File: src/pkg/cbs_regs.vh
`ifndef CBS_REGS_VH
`define CBS_REGS_VH
// Instruction groups presented on the group input.
`define CBS_GRP_IMM8     4'h0
`define CBS_GRP_IMM16    4'h1
`define CBS_GRP_DIR8     4'h2
`define CBS_GRP_DIR16    4'h3
`define CBS_GRP_DIR_STA  4'h4
`define CBS_GRP_DIR_STR  4'h5
`define CBS_GRP_IDX_JMP  4'h6
`define CBS_GRP_IDX8     4'h7
`define CBS_GRP_IDX16    4'h8
`define CBS_GRP_IDX_STA  4'h9
`define CBS_GRP_IDX_RMW  4'ha
`define CBS_GRP_IDX_STR  4'hb
`define CBS_GRP_IDX_JSR  4'hc
`define CBS_GRP_EXT_JMP  4'hd
`define CBS_GRP_EXT8     4'he
`define CBS_GRP_EXT16    4'hf
`define CBS_GRP_EXT_STA  5'h10
`define CBS_GRP_EXT_RMW  5'h11
`define CBS_GRP_W        5
// Address source selects.
`define CBS_SRC_PC       3'h0
`define CBS_SRC_OPA      3'h1
`define CBS_SRC_OPA1     3'h2
`define CBS_SRC_IX       3'h3
`define CBS_SRC_IXO      3'h4
`define CBS_SRC_IXO1     3'h5
`define CBS_SRC_SP       3'h6
`define CBS_SRC_SPM1     3'h7
// Data bus meaning.
`define CBS_DAT_NONE     2'h0
`define CBS_DAT_READ     2'h1
`define CBS_DAT_WHI      2'h2
`define CBS_DAT_WLO      2'h3
// Microcode word: last, vma, rw, src, dat, pc_inc, lat_hi, lat_lo, alt.
`define CBS_UW           12
`define CBS_ROM_DEPTH    128
`endif

File: src/cbs_sequencer.v
`include "cbs_regs.vh"
module cbs_sequencer (
    input  wire                     clk,
    input  wire                     rst,
    input  wire [`CBS_GRP_W-1:0]    group,
    input  wire                     zero_minus_test_op,
    input  wire [15:0]              index_reg,
    input  wire [15:0]              stack_ptr,
    input  wire [15:0]              store_word,
    input  wire [7:0]               data_in,
    output reg  [15:0]              addr_q,
    output reg                      valid_memory_address_qualifier,
    output reg                      rw_read_q,
    output reg  [7:0]               data_out_q,
    output reg                      data_oe_q,
    output reg  [1:0]               data_use_q,
    output reg                      opcode_fetch_q,
    output reg                      instr_done_q,
    output reg  [15:0]              pc_q
);
    localparam [1:0] ST_FETCH = 2'b01;
    localparam [1:0] ST_EXEC  = 2'b10;
    reg  [1:0]          state_q;
    reg  [2:0]          step_q;
    reg  [2:0]          step_d;
    reg  [`CBS_GRP_W-1:0] grp_q;
    reg  [15:0]         opa_q;
    reg  [7:0]          off_q;
    reg  [6:0]          rom_addr;
    wire [`CBS_UW-1:0]  uw;
    wire                u_last;
    wire                u_vma;
    wire                u_rw;
    wire [2:0]          u_src;
    wire [1:0]          u_dat;
    wire                u_pinc;
    wire                u_lhi;
    wire                u_llo;
    wire [15:0]         ixo;
    wire                is_rmw;
    reg  [15:0]         a_d;
    reg  [15:0]         ret_q;
    wire                u_alt;
    wire                ext_grp;
    wire [15:0]         opa_now;
    wire [7:0]          off_now;
    wire [15:0]         ixc;
    wire [15:0]         fetch_pc;
    reg                 lhi_q;
    reg                 llo_q;

    // Rows are fetched one cycle early, so the ROM is addressed with the coming step.
    always @* begin
        step_d = (state_q == ST_FETCH) ? 3'h0 : step_q + 3'h1;
        rom_addr = (state_q == ST_FETCH) ? {group[3:0], step_d} : {grp_q[3:0], step_d};
        if ((state_q == ST_FETCH && group[4]) || (state_q != ST_FETCH && grp_q[4])) begin
            // Extended store and modify share the extended jump's two address fetches, then a tail.
            rom_addr = {4'hd, step_d};
        end
    end

    cbs_rom u_rom (
        .clk    (clk),
        .addr   (rom_addr),
        .data_q (uw)
    );

    assign {u_last, u_vma, u_rw, u_src, u_dat, u_pinc, u_lhi, u_llo, u_alt} = uw;
    // A byte read in one cycle is sampled at the edge that ends it, which may already need it as address.
    assign ext_grp = (grp_q >= `CBS_GRP_EXT_JMP);
    assign opa_now[15:8] = lhi_q ? data_in : (llo_q && !ext_grp) ? 8'h00 : opa_q[15:8];
    assign opa_now[7:0] = llo_q ? data_in : opa_q[7:0];
    assign off_now = (llo_q && !ext_grp) ? data_in : off_q;
    // Index plus offset wraps within 16 bits: the carry out is dropped on purpose.
    assign ixo = index_reg + {8'h00, off_now};
    assign ixc = {index_reg[15:8], index_reg[7:0] + off_now};
    assign fetch_pc = (llo_q && grp_q == `CBS_GRP_EXT_JMP) ? opa_now : pc_q;
    assign is_rmw = (grp_q == `CBS_GRP_IDX_RMW) || (grp_q == `CBS_GRP_EXT_RMW);

    always @* begin
        case (u_src)
            `CBS_SRC_PC:   a_d = pc_q;
            `CBS_SRC_OPA:  a_d = opa_now;
            `CBS_SRC_OPA1: a_d = opa_now + 16'h0001;
            `CBS_SRC_IX:   a_d = index_reg;
            `CBS_SRC_IXO:  a_d = u_alt ? ixc : ixo;
            `CBS_SRC_IXO1: a_d = ixo + 16'h0001;
            `CBS_SRC_SP:   a_d = stack_ptr;
            `CBS_SRC_SPM1: a_d = u_alt ? stack_ptr - 16'h0002 : stack_ptr - 16'h0001;
            default:       a_d = pc_q;
        endcase
    end

    // Extended read-modify-write and accumulator stores reuse extended rows plus tails.
    // This path keeps the ROM compact by sharing the two address fetches.
    reg  [2:0] ext_tail_q;

    always @(posedge clk) begin
        if (rst) begin
            state_q  <= ST_FETCH;
            step_q   <= 3'h0;
            grp_q    <= {`CBS_GRP_W{1'b0}};
            opa_q    <= 16'h0000;
            off_q    <= 8'h00;
            pc_q     <= 16'h0000;
            ret_q    <= 16'h0000;
            addr_q   <= 16'h0000;
            valid_memory_address_qualifier <= 1'b0;
            rw_read_q <= 1'b1;
            data_out_q <= 8'h00;
            data_oe_q <= 1'b0;
            data_use_q <= `CBS_DAT_NONE;
            opcode_fetch_q <= 1'b0;
            instr_done_q <= 1'b0;
            ext_tail_q <= 3'h0;
            lhi_q    <= 1'b0;
            llo_q    <= 1'b0;
        end else begin
            instr_done_q   <= 1'b0;
            opcode_fetch_q <= 1'b0;
            opa_q          <= opa_now;
            off_q          <= off_now;
            lhi_q          <= 1'b0;
            llo_q          <= 1'b0;
            case (state_q)
                ST_FETCH: begin
                    // Opcode fetch at the current pc, qualifier high, read.
                    addr_q    <= fetch_pc;
                    valid_memory_address_qualifier <= 1'b1;
                    rw_read_q <= 1'b1;
                    data_oe_q <= 1'b0;
                    data_use_q <= `CBS_DAT_READ;
                    opcode_fetch_q <= 1'b1;
                    pc_q      <= fetch_pc + 16'h0001;
                    grp_q     <= group;
                    step_q    <= 3'h0;
                    ext_tail_q <= 3'h0;
                    state_q   <= ST_EXEC;
                end
                ST_EXEC: begin
                    if (ext_tail_q != 3'h0) begin
                        // Extended store and modify tails after the two address fetches.
                        addr_q <= opa_now;
                        ext_tail_q <= ext_tail_q - 3'h1;
                        if (grp_q == `CBS_GRP_EXT_STA) begin
                            valid_memory_address_qualifier <= (ext_tail_q == 3'h1);
                            rw_read_q  <= (ext_tail_q != 3'h1);
                            data_oe_q  <= (ext_tail_q == 3'h1);
                            data_use_q <= (ext_tail_q == 3'h1) ? `CBS_DAT_WLO : `CBS_DAT_NONE;
                        end else begin
                            // Test op never qualifies its final write.
                            valid_memory_address_qualifier <= (ext_tail_q == 3'h3) ||
                                ((ext_tail_q == 3'h1) && !zero_minus_test_op);
                            rw_read_q  <= (ext_tail_q != 3'h1);
                            data_oe_q  <= (ext_tail_q == 3'h1);
                            data_use_q <= (ext_tail_q == 3'h3) ? `CBS_DAT_READ :
                                          (ext_tail_q == 3'h1) ? `CBS_DAT_WLO : `CBS_DAT_NONE;
                        end
                        data_out_q <= store_word[7:0];
                        if (ext_tail_q == 3'h1) begin
                            instr_done_q <= 1'b1;
                            state_q <= ST_FETCH;
                        end
                    end else begin
                        // Each cycle drives address, qualifier and direction.
                        step_q    <= step_d;
                        addr_q    <= a_d;
                        valid_memory_address_qualifier <= u_vma &&
                            !(is_rmw && u_last && !u_rw && zero_minus_test_op);
                        rw_read_q <= u_rw;
                        data_oe_q <= !u_rw;
                        data_use_q <= u_dat;
                        if (u_dat == `CBS_DAT_WHI) begin
                            data_out_q <= (grp_q == `CBS_GRP_IDX_JSR) ? ret_q[15:8] : store_word[15:8];
                        end else begin
                            data_out_q <= (grp_q == `CBS_GRP_IDX_JSR) ? ret_q[7:0] : store_word[7:0];
                        end
                        if (u_pinc) begin
                            pc_q <= pc_q + 16'h0001;
                            ret_q <= pc_q + 16'h0001;
                        end
                        lhi_q <= u_lhi;
                        llo_q <= u_llo;
                        if (u_last) begin
                            if (grp_q == `CBS_GRP_EXT_STA) begin
                                ext_tail_q <= 3'h2;
                            end else if (grp_q == `CBS_GRP_EXT_RMW) begin
                                ext_tail_q <= 3'h3;
                            end else begin
                                instr_done_q <= 1'b1;
                                state_q <= ST_FETCH;
                            end
                            if (grp_q == `CBS_GRP_IDX_JMP || grp_q == `CBS_GRP_IDX_JSR) begin
                                pc_q <= ixo;
                            end
                        end
                    end
                end
                default: begin
                    state_q <= ST_FETCH;
                end
            endcase
        end
    end
    // Cycle counts per group are set by the ROM rows, plus the tail cycles for the extended store and modify groups.
endmodule

File: src/cbs_rom.v
`include "cbs_regs.vh"
// Per-cycle control ROM; registered output so the step is read one cycle ahead.
module cbs_rom (
    input  wire                 clk,
    input  wire [6:0]           addr,
    output reg  [`CBS_UW-1:0]   data_q
);
    reg [`CBS_UW-1:0] word;
    // Fields: last, vma, rw, src[2:0], dat[1:0], pc_inc, lat_hi, lat_lo, alt.
    // The alt bit picks the sum before the carry for the index source, or two below the stack pointer.
    function [`CBS_UW-1:0] u;
        input l;
        input v;
        input r;
        input [2:0] s;
        input [1:0] d;
        input p;
        input h;
        input o;
        begin
            u = {l, v, r, s, d, p, h, o, 1'b0};
        end
    endfunction
    always @* begin
        word = u(1'b1, 1'b1, 1'b1, `CBS_SRC_PC, `CBS_DAT_READ, 1'b1, 1'b0, 1'b0);
        case (addr)
            // Immediate 8-bit.
            7'h00: word = u(1, 1, 1, `CBS_SRC_PC, `CBS_DAT_READ, 1, 0, 0);
            // Immediate 16-bit.
            7'h08: word = u(0, 1, 1, `CBS_SRC_PC, `CBS_DAT_READ, 1, 0, 0);
            7'h09: word = u(1, 1, 1, `CBS_SRC_PC, `CBS_DAT_READ, 1, 0, 0);
            // Direct 8-bit.
            7'h10: word = u(0, 1, 1, `CBS_SRC_PC, `CBS_DAT_READ, 1, 0, 1);
            7'h11: word = u(1, 1, 1, `CBS_SRC_OPA, `CBS_DAT_READ, 0, 0, 0);
            // Direct 16-bit.
            7'h18: word = u(0, 1, 1, `CBS_SRC_PC, `CBS_DAT_READ, 1, 0, 1);
            7'h19: word = u(0, 1, 1, `CBS_SRC_OPA, `CBS_DAT_READ, 0, 0, 0);
            7'h1a: word = u(1, 1, 1, `CBS_SRC_OPA1, `CBS_DAT_READ, 0, 0, 0);
            // Direct accumulator store.
            7'h20: word = u(0, 1, 1, `CBS_SRC_PC, `CBS_DAT_READ, 1, 0, 1);
            7'h21: word = u(0, 0, 1, `CBS_SRC_OPA, `CBS_DAT_NONE, 0, 0, 0);
            7'h22: word = u(1, 1, 0, `CBS_SRC_OPA, `CBS_DAT_WLO, 0, 0, 0);
            // Direct register store.
            7'h28: word = u(0, 1, 1, `CBS_SRC_PC, `CBS_DAT_READ, 1, 0, 1);
            7'h29: word = u(0, 0, 1, `CBS_SRC_OPA, `CBS_DAT_NONE, 0, 0, 0);
            7'h2a: word = u(0, 1, 0, `CBS_SRC_OPA, `CBS_DAT_WHI, 0, 0, 0);
            7'h2b: word = u(1, 1, 0, `CBS_SRC_OPA1, `CBS_DAT_WLO, 0, 0, 0);
            // Indexed jump.
            7'h30: word = u(0, 1, 1, `CBS_SRC_PC, `CBS_DAT_READ, 1, 0, 1);
            7'h31: word = u(0, 0, 1, `CBS_SRC_IX, `CBS_DAT_NONE, 0, 0, 0);
            7'h32: word = u(1, 0, 1, `CBS_SRC_IXO, `CBS_DAT_NONE, 0, 0, 0) | 12'h001;
            // Indexed 8-bit read.
            7'h38: word = u(0, 1, 1, `CBS_SRC_PC, `CBS_DAT_READ, 1, 0, 1);
            7'h39: word = u(0, 0, 1, `CBS_SRC_IX, `CBS_DAT_NONE, 0, 0, 0);
            7'h3a: word = u(0, 0, 1, `CBS_SRC_IXO, `CBS_DAT_NONE, 0, 0, 0) | 12'h001;
            7'h3b: word = u(1, 1, 1, `CBS_SRC_IXO, `CBS_DAT_READ, 0, 0, 0);
            // Indexed 16-bit read.
            7'h40: word = u(0, 1, 1, `CBS_SRC_PC, `CBS_DAT_READ, 1, 0, 1);
            7'h41: word = u(0, 0, 1, `CBS_SRC_IX, `CBS_DAT_NONE, 0, 0, 0);
            7'h42: word = u(0, 0, 1, `CBS_SRC_IXO, `CBS_DAT_NONE, 0, 0, 0) | 12'h001;
            7'h43: word = u(0, 1, 1, `CBS_SRC_IXO, `CBS_DAT_READ, 0, 0, 0);
            7'h44: word = u(1, 1, 1, `CBS_SRC_IXO1, `CBS_DAT_READ, 0, 0, 0);
            // Indexed accumulator store.
            7'h48: word = u(0, 1, 1, `CBS_SRC_PC, `CBS_DAT_READ, 1, 0, 1);
            7'h49: word = u(0, 0, 1, `CBS_SRC_IX, `CBS_DAT_NONE, 0, 0, 0);
            7'h4a: word = u(0, 0, 1, `CBS_SRC_IXO, `CBS_DAT_NONE, 0, 0, 0) | 12'h001;
            7'h4b: word = u(0, 0, 1, `CBS_SRC_IXO, `CBS_DAT_NONE, 0, 0, 0);
            7'h4c: word = u(1, 1, 0, `CBS_SRC_IXO, `CBS_DAT_WLO, 0, 0, 0);
            // Indexed read-modify-write.
            7'h50: word = u(0, 1, 1, `CBS_SRC_PC, `CBS_DAT_READ, 1, 0, 1);
            7'h51: word = u(0, 0, 1, `CBS_SRC_IX, `CBS_DAT_NONE, 0, 0, 0);
            7'h52: word = u(0, 0, 1, `CBS_SRC_IXO, `CBS_DAT_NONE, 0, 0, 0) | 12'h001;
            7'h53: word = u(0, 1, 1, `CBS_SRC_IXO, `CBS_DAT_READ, 0, 0, 0);
            7'h54: word = u(0, 0, 1, `CBS_SRC_IXO, `CBS_DAT_NONE, 0, 0, 0);
            7'h55: word = u(1, 1, 0, `CBS_SRC_IXO, `CBS_DAT_WLO, 0, 0, 0);
            // Indexed register store.
            7'h58: word = u(0, 1, 1, `CBS_SRC_PC, `CBS_DAT_READ, 1, 0, 1);
            7'h59: word = u(0, 0, 1, `CBS_SRC_IX, `CBS_DAT_NONE, 0, 0, 0);
            7'h5a: word = u(0, 0, 1, `CBS_SRC_IXO, `CBS_DAT_NONE, 0, 0, 0) | 12'h001;
            7'h5b: word = u(0, 0, 1, `CBS_SRC_IXO, `CBS_DAT_NONE, 0, 0, 0);
            7'h5c: word = u(0, 1, 0, `CBS_SRC_IXO, `CBS_DAT_WHI, 0, 0, 0);
            7'h5d: word = u(1, 1, 0, `CBS_SRC_IXO1, `CBS_DAT_WLO, 0, 0, 0);
            // Indexed subroutine call; return address is the pc after the offset.
            7'h60: word = u(0, 1, 1, `CBS_SRC_PC, `CBS_DAT_READ, 1, 0, 1);
            7'h61: word = u(0, 0, 1, `CBS_SRC_IX, `CBS_DAT_NONE, 0, 0, 0);
            7'h62: word = u(0, 1, 0, `CBS_SRC_SP, `CBS_DAT_WLO, 0, 0, 0);
            7'h63: word = u(0, 1, 0, `CBS_SRC_SPM1, `CBS_DAT_WHI, 0, 0, 0);
            7'h64: word = u(0, 0, 1, `CBS_SRC_SPM1, `CBS_DAT_NONE, 0, 0, 0) | 12'h001;
            7'h65: word = u(0, 0, 1, `CBS_SRC_IX, `CBS_DAT_NONE, 0, 0, 0);
            7'h66: word = u(1, 0, 1, `CBS_SRC_IXO, `CBS_DAT_NONE, 0, 0, 0) | 12'h001;
            // Extended jump.
            7'h68: word = u(0, 1, 1, `CBS_SRC_PC, `CBS_DAT_READ, 1, 1, 0);
            7'h69: word = u(1, 1, 1, `CBS_SRC_PC, `CBS_DAT_READ, 1, 0, 1);
            // Extended 8-bit read.
            7'h70: word = u(0, 1, 1, `CBS_SRC_PC, `CBS_DAT_READ, 1, 1, 0);
            7'h71: word = u(0, 1, 1, `CBS_SRC_PC, `CBS_DAT_READ, 1, 0, 1);
            7'h72: word = u(1, 1, 1, `CBS_SRC_OPA, `CBS_DAT_READ, 0, 0, 0);
            // Extended 16-bit read.
            7'h78: word = u(0, 1, 1, `CBS_SRC_PC, `CBS_DAT_READ, 1, 1, 0);
            7'h79: word = u(0, 1, 1, `CBS_SRC_PC, `CBS_DAT_READ, 1, 0, 1);
            7'h7a: word = u(0, 1, 1, `CBS_SRC_OPA, `CBS_DAT_READ, 0, 0, 0);
            7'h7b: word = u(1, 1, 1, `CBS_SRC_OPA1, `CBS_DAT_READ, 0, 0, 0);
            default: word = u(1, 1, 1, `CBS_SRC_PC, `CBS_DAT_READ, 1, 0, 0);
        endcase
    end
    always @(posedge clk) begin
        data_q <= word;
    end
endmodule

File: config.mk
export PLATFORM = sky130hd
export DESIGN_NAME = cbs_sequencer
export DESIGN_NICKNAME = d
export VERILOG_FILES = /design/src/cbs_sequencer.v /design/src/cbs_rom.v
export VERILOG_INCLUDE_DIRS = /design/src /design/src/pkg
export SDC_FILE = /design/constraint.sdc
export NUM_CORES = 1
export LEC_CHECK = 0
export BUFFER_PORTS_ARGS = -buffer_cell sky130_fd_sc_hd__buf_2
export CORE_ASPECT_RATIO = 2
export CORE_UTILIZATION = 55
export DETAILED_ROUTE_END_ITERATION = 7
export PLACE_DENSITY = 0.76
export SLEW_MARGIN = 15
export SYNTH_ARGS = -nofsm -noshare
export SYNTH_HDL_FRONTEND = slang
export SYNTH_SLANG_ARGS = --single-unit
File: constraint.sdc
create_clock -name clk -period 4.8 [get_ports clk]
set_input_delay 0.96 -clock clk [delete_from_list [all_inputs] [get_ports clk]]
set_output_delay 0.96 -clock clk [all_outputs]
set_load 0.005 [all_outputs]
==> impl_metrics.py <==
metrics = {
    "floorplanning": {
        "initial_core_util": 0.563,
        "rows": 67,
        "core_um2": 16800,
        "fp.dieH_um": 188,
        "die_width_um": 94.9,
        "ios": 111,
        "die_area_um2": 17800,
    },
    "clocking": {
        "ctsRootBufferMaster": "clkbuf_16",
        "cts.path.max_buffers": 2,
        "post-cts-setup-buffer-count": 0,
        "cts_resized": 0,
        "cts_sinks": 114,
        "cts_buffers": 17,
        "holdBufCountCts": 0,
        "clock_insertion_delay_worst_skew_ns": 0.43,
        "cts_max_level": 4,
        "cts_tree": "done",
        "path_clk_slew_ns": 0.07,
    },
    "pwr": {
        "p_per_area_nw_per_um2": 385,
        "ir_drop_uv": 221,
        "p_leak_nw": 4.12,
    },
    "logic_synthesis": {
        "yosys_warnings": 0,
        "yosys_most_used_dff": "dfxtp_1",
        "avgSynthCellArea_um2": 7.35,
        "syn_inst": 1291,
        "synth_cell_type_count": 88,
        "synth_edf_count": 0,
        "synth_area_um2": 9480,
        "syn-num-nets": 1394,
        "ys_ff_latch": 114,
        "synthArstFlopShare": 0,
        "yosysSeqAreaShare": 0.241,
    },
    "critical_path": {
        "startpoint_type": "flop",
        "endpoint_kind": "flop",
        "required_ns": 5.15,
        "reg2reg_slack_ns": 0.46,
        "worstReg2RegStart": "grp_q[1]",
        "critPathKind": "reg2reg",
        "r2r_cells": 14,
        "cp.arrival_ns": 4.69,
        "reg2reg_to": "addr_q[15]",
        "crit_fanout": 9,
    },
    "sta": {
        "tightest_slew_ns": 1.03,
        "skew_ns": 0.0101,
        "drv_slew": 0,
        "min_period_ns": 4.34,
        "hold_violations": 0,
        "fin_crit_sh": 0.903,
        "fmaxAchievable_ghz": 0.231,
        "hold_ws_ns": 0.465,
        "setup_viol": 0,
        "rsz0062_at_grt": "no",
        "finalSetupTns_ns": 0,
        "worst_slack_ns": 0.464,
        "slew_headroom": 0.313,
    },
    "grt": {
        "antenna_found_initial": 0,
        "grt_max_degree": 59,
        "busiest_layer": "met2",
        "met1_usage": 0.432,
        "grt_pass1_vias": 9875,
        "grt_util_all_layers": 0.378,
        "grt_pass1_wl_mm": 52.0,
        "overflow": 0,
        "grt_util_met3": 0.0503,
        "grtUsageMet2": 0.628,
    },
    "routing": {
        "dr.pass1.iters": 5,
        "drc": 0,
        "ant_nets": 0,
        "via_per_inst": 6.58,
        "routed_wl_mm": 33.0,
        "routedWlPerCell_um": 21.0,
        "vias": 10300,
        "first_iter_violations": 808,
    },
    "hold_path": {
        "min_to": "lhi_q",
        "holdCritStartpoint": "u_rom.data_q[2]",
        "hold_path.class": "reg2reg",
        "hold_path_depth": 1,
    },
    "flow_run": {
        "drv_cap": 0,
    },
    "final_layout": {
        "mostFrequentLayoutCells": "nand2_1 (152), nor2_1 (141), dfxtp_1 (114)",
        "area_growth_pct": 12.7,
        "antenna_cells": 0,
        "nets": 1452,
        "drive_gt1_frac": 0.156,
        "final_common_cell": "nand2_1",
    },
    "status": {
        "status": "completed",
    },
    "placement": {
        "dp_hpwl_mm": 24.8,
        "gp_congestion": 1.01,
        "io_buffers": 110,
        "place_ws_ns": 0.517,
    },
}
worst max path at each step:
stage,from,endpoint,slack (ns)
2_1_floorplan,llo_q,addr_q[12],0.98
3_3_place_gp,grp_q[1],addr_q[12],0.59
3_5_place_dp,grp_q[1],addr_q[12],0.52
4_1_cts,grp_q[1],addr_q[12],0.51
5_1_grt,grp_q[3],addr_q[12],0.18
6_report,grp_q[1],addr_q[15],0.46
flip-flops by register name, summed over array words and instances, names as in the netlist:
register,flops
addr_q,16
data_oe_q,1
data_out_q,8
data_use_q,2
ext_tail_q,3
grp_q,5
instr_done_q,1
lhi_q,1
llo_q,1
off_q,8
opa_q,16
opcode_fetch_q,1
pc_q,16
ret_q,16
rw_read_q,1
state_q,2
step_q,3
u_rom.data_q,12
valid_memory_address_qualifier,1
critical path, cell delays in order (launching register included):
cell and delay (ns):
dfxtp_1 0.48, o211a_1 0.23, or2_1 0.42, mux2_2 0.26, ha_1 0.19, inv_1 0.06
fa_1 0.39, nand3b_1 0.21, a21oi_1 0.37, o21ai_0 0.20, xor2_1 0.20, mux2i_1 0.34
a21boi_0 0.50, a31oi_1 0.17, o31ai_1 0.24
power by group:
group          leakage, nW  total, mW  switching [mW]  internal (mW)
registers            0.928       1.26           0.185           1.08
logic                 2.92       1.60            1.00          0.597
clock network        0.275       1.26           0.534          0.727
cells by family (layout without fill, tap and decap cells):
logic type,after synthesis,in the layout,synth area share
simple gates,491,491,0.249
compound gates,395,395,0.271
buf+inv,130,201,0.0542
flops,114,114,0.241
xor+xnor,67,67,0.0627
mux,55,55,0.0707
fa+ha+maj,39,39,0.0522
synthesized netlist by cell type (15+ instances only):
cell type	number	area, um2
o22ai_1	15	93.8
a311oi_1	17	149
nand3_1	36	180
nor2b_1	28	175
dfxtp_1	114	2280
a31oi_1	29	181
o211ai_1	28	210
nand2_1	152	571
nor2_1	141	529
a21oi_1	104	521
ha_1	38	475
nor3_1	31	155
a211oi_1	25	188
xor2_1	33	289
inv_1	27	101
clkbuf_1	72	270
o21ai_0	82	410
mux2i_1	33	330
xnor2_1	33	289
nand4_1	16	100
metrics by stage:
stage          std cells  cell area (um2)  power [mW]  utilization
5_1_grt             1569            10700        4.33        0.635
3_3_place_gp        1537            10100        2.82        0.600
4_1_cts             1569            10700        4.08        0.634
6_report            1569            10700        4.12        0.635
3_5_place_dp        1537            10100        2.83        0.600
2_1_floorplan       1291             9480        2.31            -
area by class of cell:
type | instances | area (um2)
inverter | 30 | 113
tap | 207 | 259
clock inverter | 15 | 150
fill | 1551 | 6160
clock buffer | 17 | 425
multi-input combinational | 1047 | 6690
sequential | 114 | 2280
timing repair buffer | 139 | 771
per-layer routing:
| layer | vias up | part of all wire |
|---|---|---|
| met2 | 576 | 0.49 |
| met3 | 141 | 0.073 |
| li1 | 4835 | - |
| met1 | 4768 | 0.36 |
| met5 | - | 0 |
| met4 | 0 | 0.074 |
(Power assumes the default switching activity.)
